<file path="src/epa_pkg.sv">
/*
 * epa_pkg: constants, field positions, reset values and carrier types for the
 * eight-bit port a block. Assumes an APB master with 32-bit data and a
 * 125 MHz mclk shared by the whole block.
 */
`default_nettype none
package epa_pkg;
	localparam int ADDR_W = 12;
	// register indices; byte address is four times the index
	localparam logic [7:0] IDX_PIN_DATA = 8'h05;
	localparam logic [7:0] IDX_DIRECTION = 8'h85;
	localparam logic [7:0] IDX_CMP_CTRL = 8'h9c;
	localparam logic [7:0] IDX_CMP_REF = 8'h9d;
	localparam logic [7:0] IDX_CONV_CTRL = 8'h9f;
	localparam logic [7:0] IDX_OSC_SEL = 8'ha0;
	// reset values
	localparam logic [7:0] RST_DIRECTION = 8'hff;
	localparam logic [7:0] RST_CMP_CTRL = 8'h07;
	localparam logic [7:0] RST_CMP_REF = 8'h00;
	localparam logic [7:0] RST_CONV_CTRL = 8'h00;
	localparam logic [7:0] RST_LATCH = 8'h00;
	// field positions
	localparam int CMP_MODE_LSB = 0;
	localparam int CMP_C1INV_BIT = 4;
	localparam int CMP_C2INV_BIT = 5;
	localparam int CVR_OE_BIT = 6;
	localparam int CVR_EN_BIT = 7;
	localparam logic [7:0] CVR_IMPL_MASK = 8'hef;
	localparam int PCFG_LSB = 0;
	localparam logic [2:0] CMP_MODE_OFF = 3'h7;
	localparam logic [2:0] CMP_MODE_PIN_OUT = 3'h3;
	// pin roles
	localparam int PIN_VREF_OUT = 2;
	localparam int PIN_OPEN_DRAIN = 4;
	localparam int PIN_SLAVE_SEL = 5;
	localparam int PIN_CLK_OUT = 6;
	localparam int PIN_OSC_IN = 7;
	localparam logic [7:0] OSC_PINS_BOTH = 8'hc0;
	localparam logic [7:0] OSC_PIN_IN = 8'h80;
	// pin i is analog while pin_config_field is below its limit; zero: never
	localparam logic [23:0] PCFG_LIMITS = {4'hb, 4'h0, 4'hc, 4'hd, 4'he, 4'hf};

	typedef enum logic [1:0] {
		OSC_BOTH_IO,
		OSC_IN_ONLY,
		OSC_BOTH_OSC,
		OSC_RC_CLKOUT
	} epa_osc_t;
	localparam epa_osc_t RST_OSC_SEL = OSC_BOTH_IO;

	typedef struct packed {
		logic psel;
		logic penable;
		logic pwrite;
		logic [ADDR_W-1:0] paddr;
		logic [31:0] pwdata;
	} epa_apb_req_t;

	typedef struct packed {
		logic [7:0] pin_s1;
		logic [7:0] pin_s2;
		logic [1:0] cmp_s1;
		logic [1:0] cmp_s2;
		logic [7:0] latch;
		logic [7:0] direction;
		logic [7:0] cmp_ctrl;
		logic [7:0] cmp_ref;
		logic [7:0] conv_ctrl;
		epa_osc_t osc_sel;
		logic osc_prev;
		logic [1:0] osc_div;
		logic [7:0] pin_out;
		logic [7:0] pin_oe_n;
		logic tmr_clk;
		logic slave_sel_n;
		logic pready;
		logic pslverr;
		logic [31:0] prdata;
	} epa_state_t;

	localparam epa_state_t EPA_RST = '{
		pin_s1: 8'h00, pin_s2: 8'h00, cmp_s1: 2'h0, cmp_s2: 2'h0,
		latch: RST_LATCH, direction: RST_DIRECTION, cmp_ctrl: RST_CMP_CTRL,
		cmp_ref: RST_CMP_REF, conv_ctrl: RST_CONV_CTRL, osc_sel: RST_OSC_SEL,
		osc_prev: 1'b0, osc_div: 2'h0, pin_out: 8'h00, pin_oe_n: 8'hff,
		tmr_clk: 1'b0, slave_sel_n: 1'b1, pready: 1'b0, pslverr: 1'b0,
		prdata: 32'h0000_0000};
endpackage : epa_pkg
`default_nettype wire

</file>
<file path="src/epa_port_a.sv">
/*
 * epa_port_a: eight-bit bidirectional port a with direction, latch,
 * converter and comparator pin selection, oscillator pin sharing, and an
 * APB register slave. Assumes pins and comparator outputs are asynchronous
 * and that the surrounding peripherals run on mclk.
 */
// Decided for this implementation: register access over APB.
`timescale 1ns/1ns
`default_nettype none
module epa_port_a
	import epa_pkg::*;
(
	// clock and reset
	input wire logic mclk,
	input wire logic rst,
	// apb slave
	input wire epa_apb_req_t apb_req,
	output logic [31:0] prdata,
	output logic pready,
	output logic pslverr,
	// pins, enable low while driving
	input wire logic [7:0] pin_in,
	output logic [7:0] pin_out,
	output logic [7:0] pin_oe_n,
	// alternate functions
	input wire logic comparator_one_output,
	input wire logic comparator_two_output,
	input wire logic ssp_slave_select_en,
	output logic timer_ext_clock_in,
	output logic ssp_slave_select_n
);
	epa_state_t st;
	epa_state_t next_st;

	always_comb begin
		logic [7:0] analog;
		logic [7:0] osc_owned;
		logic [7:0] digital;
		logic [7:0] force_out;
		logic [7:0] force_in;
		logic [7:0] force_val;
		logic [7:0] drive_en;
		logic [7:0] drive_val;
		logic [1:0] cmp_eff;
		logic [3:0] pcfg;
		logic [3:0] limit;
		logic access;
		logic mapped;
		logic [7:0] rd;
		logic [7:0] wd;
		analog = 8'h00;
		osc_owned = 8'h00;
		digital = 8'h00;
		force_out = 8'h00;
		force_in = 8'h00;
		force_val = 8'h00;
		drive_en = 8'h00;
		drive_val = 8'h00;
		cmp_eff = 2'h0;
		pcfg = 4'h0;
		limit = 4'h0;
		access = 1'b0;
		mapped = 1'b0;
		rd = 8'h00;
		wd = 8'h00;
		next_st = st;

		// two-stage synchronisers; only the second stage is read below
		next_st.pin_s1 = pin_in;
		next_st.pin_s2 = st.pin_s1;
		next_st.cmp_s1 = {comparator_two_output, comparator_one_output};
		next_st.cmp_s2 = st.cmp_s1;

		// comparator results after the inversion bits
		cmp_eff[0] = st.cmp_s2[0] ^ st.cmp_ctrl[CMP_C1INV_BIT];
		cmp_eff[1] = st.cmp_s2[1] ^ st.cmp_ctrl[CMP_C2INV_BIT];

		// analog selection from the converter field; reset value 0 makes pins 0 to 3 and 5 analog
		pcfg = st.conv_ctrl[PCFG_LSB +: 4];
		for (int i = 0; i < 6; i++) begin
			limit = PCFG_LIMITS[i*4 +: 4];
			analog[i] = (pcfg < limit);
		end
		if (st.cmp_ctrl[CMP_MODE_LSB +: 3] != CMP_MODE_OFF) begin
			analog[3:0] = 4'hf;
		end
		if (st.cmp_ref[CVR_EN_BIT] && st.cmp_ref[CVR_OE_BIT]) begin
			analog[PIN_VREF_OUT] = 1'b1;
		end

		// oscillator pin ownership
		unique case (st.osc_sel)
			OSC_BOTH_IO: osc_owned = 8'h00;
			OSC_IN_ONLY: osc_owned = OSC_PIN_IN;
			OSC_BOTH_OSC: osc_owned = OSC_PINS_BOTH;
			OSC_RC_CLKOUT: osc_owned = OSC_PINS_BOTH;
		endcase
		digital = ~(analog | osc_owned);

		// divide the oscillator input by four for the rc clock out
		next_st.osc_prev = st.pin_s2[PIN_OSC_IN];
		if (st.osc_sel != OSC_RC_CLKOUT) begin
			next_st.osc_div = 2'h0;
		end else if (st.pin_s2[PIN_OSC_IN] && !st.osc_prev) begin
			next_st.osc_div = st.osc_div + 2'h1;
		end

		// peripheral overrides of direction
		if (st.cmp_ctrl[CMP_MODE_LSB +: 3] == CMP_MODE_PIN_OUT) begin
			force_out[PIN_OPEN_DRAIN] = 1'b1;
			force_val[PIN_OPEN_DRAIN] = cmp_eff[0];
			force_out[PIN_SLAVE_SEL] = 1'b1;
			force_val[PIN_SLAVE_SEL] = cmp_eff[1];
		end
		if (st.osc_sel == OSC_RC_CLKOUT) begin
			force_out[PIN_CLK_OUT] = 1'b1;
			force_val[PIN_CLK_OUT] = st.osc_div[1];
		end
		if (ssp_slave_select_en) begin
			force_in[PIN_SLAVE_SEL] = 1'b1;
		end
		// oscillator pins are not driven by the port logic, except the clock out pin in OSC_RC_CLKOUT
		force_in = force_in | (osc_owned & ~force_out);

		// driver enables: direction governs even analog pins
		for (int i = 0; i < 8; i++) begin
			drive_en[i] = (!st.direction[i] && !force_in[i]) || force_out[i];
			drive_val[i] = force_out[i] ? force_val[i] : st.latch[i];
		end
		next_st.pin_out = drive_val;
		next_st.pin_oe_n = ~drive_en;
		// open drain: only ever pulls low
		next_st.pin_out[PIN_OPEN_DRAIN] = 1'b0;
		next_st.pin_oe_n[PIN_OPEN_DRAIN] = !(drive_en[PIN_OPEN_DRAIN]
			&& !drive_val[PIN_OPEN_DRAIN]);

		// timer clock and slave select taken from synchronised pins
		next_st.tmr_clk = st.pin_s2[PIN_OPEN_DRAIN];
		// an analog pin reads low, so slave select looks active
		next_st.slave_sel_n = ssp_slave_select_en ?
			(st.pin_s2[PIN_SLAVE_SEL] & digital[PIN_SLAVE_SEL]) : 1'b1;

		// apb slave: answers in the second access cycle
		access = apb_req.psel && apb_req.penable;
		next_st.pready = access && !st.pready;
		next_st.pslverr = 1'b0;
		mapped = 1'b1;
		unique case (apb_req.paddr)
			{2'b00, IDX_PIN_DATA, 2'b00}: rd = st.pin_s2 & digital;
			{2'b00, IDX_DIRECTION, 2'b00}: rd = st.direction & ~osc_owned;
			{2'b00, IDX_CMP_CTRL, 2'b00}: rd = {cmp_eff[1], cmp_eff[0], st.cmp_ctrl[5:0]};
			{2'b00, IDX_CMP_REF, 2'b00}: rd = st.cmp_ref & CVR_IMPL_MASK;
			{2'b00, IDX_CONV_CTRL, 2'b00}: rd = st.conv_ctrl;
			{2'b00, IDX_OSC_SEL, 2'b00}: rd = {6'h00, st.osc_sel};
			default: begin
				rd = 8'h00;
				mapped = 1'b0;
			end
		endcase
		if (access && !st.pready) begin
			next_st.prdata = {24'h000000, rd};
			next_st.pslverr = !mapped;
		end

		// writes take effect at the edge that samples pready high
		wd = apb_req.pwdata[7:0];
		if (access && st.pready && apb_req.pwrite && mapped) begin
			unique case (apb_req.paddr)
				{2'b00, IDX_PIN_DATA, 2'b00}: next_st.latch = wd;
				{2'b00, IDX_DIRECTION, 2'b00}: next_st.direction = wd;
				{2'b00, IDX_CMP_CTRL, 2'b00}: next_st.cmp_ctrl = {2'b00, wd[5:0]};
				{2'b00, IDX_CMP_REF, 2'b00}: next_st.cmp_ref = wd & CVR_IMPL_MASK;
				{2'b00, IDX_CONV_CTRL, 2'b00}: next_st.conv_ctrl = wd;
				{2'b00, IDX_OSC_SEL, 2'b00}: next_st.osc_sel = epa_osc_t'(wd[1:0]);
				default: next_st.latch = st.latch;
			endcase
		end
	end

	always_ff @(posedge mclk) begin
		if (rst) begin
			st <= EPA_RST;
		end else begin
			st <= next_st;
		end
	end

	assign prdata = st.prdata;
	assign pready = st.pready;
	assign pslverr = st.pslverr;
	assign pin_out = st.pin_out;
	assign pin_oe_n = st.pin_oe_n;
	assign timer_ext_clock_in = st.tmr_clk;
	assign ssp_slave_select_n = st.slave_sel_n;
endmodule : epa_port_a
`default_nettype wire

</file>
<file path="config.mk">
export PLATFORM = sky130hd
export DESIGN_NAME = epa_port_a
export DESIGN_NICKNAME = d
export VERILOG_FILES = /design/src/epa_pkg.sv /design/src/epa_port_a.sv
export SDC_FILE = /design/constraint.sdc
export NUM_CORES = 1
export LEC_CHECK = 0
export BUFFER_PORTS_ARGS = -buffer_cell sky130_fd_sc_hd__clkbuf_2
export CAP_MARGIN = 10
export CORE_AREA = 2 2 127 129
export CTS_BUF_LIST = sky130_fd_sc_hd__clkbuf_2
export DETAILED_ROUTE_END_ITERATION = 6
export DIE_AREA = 0 0 129 131
export GPL_TIMING_DRIVEN = 0
export PLACE_DENSITY = 0.45
export SETUP_SLACK_MARGIN = 0.5
export SYNTH_ARGS = -nofsm -noshare
export SYNTH_HDL_FRONTEND = slang
export SYNTH_SLANG_ARGS = --single-unit
</file>
<file path="constraint.sdc">
create_clock -name mclk -period 2.5 [get_ports mclk]
set_clock_uncertainty 0.2 [all_clocks]
set_input_delay 0.125 -clock mclk [delete_from_list [all_inputs] [get_ports mclk]]
set_output_delay 0.125 -clock mclk [all_outputs]
set_load 0.02 [all_outputs]
</file>
==> impl_metrics.toml <==
[run_status]
status = "finished, violations left"
violations = "hold timing"

[power_and_ir_drop]
power.leakage_nw = 2.20
peakVddDrop_uv = 213
p_per_area_nw_per_um2 = 516

[timing]
finalSetupViolCount = 0
max_freq_mhz = 523
min_period_ns = 1.91
hold_viol_final = 1
rsz0062_at_grt = "no"
setup_slack_ns = 0.586
tightest_slew_ns = 0.610
whs_ns = -0.0137
setup_tns_ns = 0
finalMaxSlewViolations = 0
maxSlewHeadroom = 0.583
finalCritPeriodShare = 0.765

[worst_setup_path]
crit_fanout = 5
crit_path_cell_trace = "nand2_1 > nor2_2 > dlygate4sd3_1 > nand2_1 > nand2_1 > a21oi_1"
r2r-start = "pready"
r2r_setup_slack_ns = 0.59
path_common_cell = "nand2_1"
crit_arrival_ns = 2.22
critPathMaxStageDelay_ns = 0.67
worst-r2r-cell-count = 6
critPathRequiredTime_ns = 2.80
path_buf_inv = 1
r2r-end = "st[56]"
path_delay_family = "buffers and inverters"
critical_path.startpoint_type = "flip-flop"
criticalPathCategory = "reg2reg"
cp_slowest_cell = "dlygate4sd3_1"
worstSetupEndpointType = "flip-flop"

[clock_tree]
h-tree-depth = 3
numClockSinks = 89
cts.path.max_buffers = 2
cts.root.buffer_cell = "clkbuf_2"
cts_tree = "done"
clk_latency_ns = 0.59
clk_pin_slew_ns = 0.27
cts_inserted_buffers = 9

[global_routing]
gr-usage-all-layers = 0.129
grt_pass1_wl_mm = 16.3
antenna_found_initial = 0
grt_max_degree = 17
grt_pass1_vias = 3080
grt-ovfl-total = 0

[routing]
dr.pass1.iters = 4
drtIter0Drc = 185
drc = 0
vias_per_cell = 4.19
drtAntennaViolNets = 0
via_count = 3260
finalWirelength_mm = 10.9
routedWlPerCell_um = 14.1

[floorplan]
die_w_um = 129
num_rows = 46
die_area_um2 = 16900
fp.dieH_um = 131
io_pins = 112
initial_core_util = 0.245
design.core.area_um2 = 15600

[synthesis]
syn_area_um2 = 3820
synth_top_family_by_area = "simple AND/OR/NAND/NOR gates"
ys_ff_latch = 89
ys_seq_area_frac = 0.466
synth_compound_area_frac = 0.102
synthAdderAreaFrac = 0
yosys_warnings = 0
muxShareOfSynthArea = 0.0654
yosys.area_share.simple = 0.235
postSynth.asyncResetShare = 0
synth_edf_count = 0
syn_inst = 412
synth_cell_types = 48
syn_area_per_cell_um2 = 9.28
synth_xor_area_frac = 0.00916
ys.flop_type = "dfxtp_1"

[placed_design]
pre_cts_ws_ns = 0.164
hpwlAfterDp_mm = 8.05
io_buffers = 60
place_congestion = 0.872
dp.cells = 712

[finish]
final_cell_mix = "87 x dfxtp_1, 71 x clkbuf_2, 53 x buf_4"
diodes = 0
area.growth.synth_to_final_pct = 34.8
layout-drive-gt1-share = 0.274
post-route-util = 0.330
layoutNonFillerInstCount = 778
nets = 617
final_common_cell = "dfxtp_1"

[worst_hold_path]
hp-class = "in2reg"
hold_path_depth = 4
holdCritStartpoint = "apb_req[32]"
min_to = "pslverr"

[job]
cap_violations = 0
## metrics by stage
step,total power [mW],cell area [um2]
after floorplan,1.65,3920
after global placement,1.74,4490
after detailed placement,1.74,4490
after CTS,2.68,5030
after global routing,2.78,5150
final,2.66,5150
## worst max path at each step
stage / from / endpoint / slack (ns) / cells past startpoint
floorplan: pready / st[81] / 0.60 / 5
global placement: apb_req[37] / prdata[1] / 0.16 / 6
detailed placement: pready / st[86] / 0.16 / 5
CTS: apb_req[40] / st[76] / 0.51 / 7
global route: apb_req[40] / st[93] / 0.50 / 8
finish: pready / st[56] / 0.59 / 6
## Yosys cell counts, types with 2 or more instances
cell type / count / area share
nand4_1: 2 / 0.0033
o22ai_1: 2 / 0.0033
dfxtp_1: 89 / 0.47
mux2i_1: 25 / 0.065
o21bai_1: 4 / 0.0079
a22oi_1: 8 / 0.016
a21oi_1: 17 / 0.022
a31oi_1: 4 / 0.0065
nor3_2: 3 / 0.0079
or2_2: 6 / 0.0098
nand2b_1: 5 / 0.0082
nor4_1: 3 / 0.0049
a211oi_1: 3 / 0.0059
a221oi_1: 2 / 0.0046
nand3_1: 5 / 0.0065
nand3_2: 2 / 0.0052
and2_1: 3 / 0.0049
o221ai_1: 2 / 0.0046
a211o_1: 8 / 0.018
nor2_1: 45 / 0.044
nor2b_1: 28 / 0.046
o21ai_0: 5 / 0.0065
nor4b_4: 2 / 0.012
inv_1: 8 / 0.0079
or4_1: 2 / 0.0039
nand2_1: 33 / 0.032
xor2_1: 3 / 0.0069
clkbuf_1: 14 / 0.014
buf_4: 50 / 0.098
nor3_1: 11 / 0.014
## flip-flops by register name, indices dropped and copies added, names as in the netlist
| register | flops |
|---|---|
| st | 45 |
| next_st | 17 |
| pin_oe_n | 8 |
| prdata | 8 |
| pin_out | 7 |
| pready | 1 |
| pslverr | 1 |
| ssp_slave_select_n | 1 |
| timer_ext_clock_in | 1 |
## routing by layer
layer	vias to the layer above	wire (um)	global-route usage
met5	-	0	0
met4	0	234	0.0524
met3	15	513	0.0240
met2	84	5030	0.214
met1	1530	5150	0.166
li1	1631	-	-
## tightest hold or removal path, cell delays in order
cell	delay, ns
clkbuf_2	0.15
nor4_1	0.07
dlymetal6s4s_1	0.25
a21oi_1	0.15
## logic make-up after synthesis
kind of cell / Yosys count
AOI/OAI and AO/OA: 58
xor gates and xnor gates: 4
buffers and inverters: 74
DFF: 89
muxes: 25
other: 1
and+or+nand+nor: 161
## what timing repair did
item | 4_1_cts | 5_1_grt
pin swaps | 2 | 2
gates resized for setup | 1 | 11
endpoints found under the hold margin | 73 | 14
buffers inserted | 1 | 2
hold buffers | 39 | 8
endpoints found under the setup margin | 14 | 42
## where the power goes
| group | internal, mW | switching (mW) |
|---|---|---|
| clock network | 0.350 | 0.533 |
| logic | 0.148 | 0.170 |
| registers | 1.45 | 0.0118 |
## final cells by class
cell class                 count  area, um2
fill                        1685      10400
sequential                    89       1780
multi-input combinational    273       1690
inverter                       8       30.0
buffer                        66        439
clock buffer                  10       50.0
tap                          216        270
clock inverter                 6       95.1
timing repair buffer         110        796
Note: power is estimated with default switching activity, not from simulation.
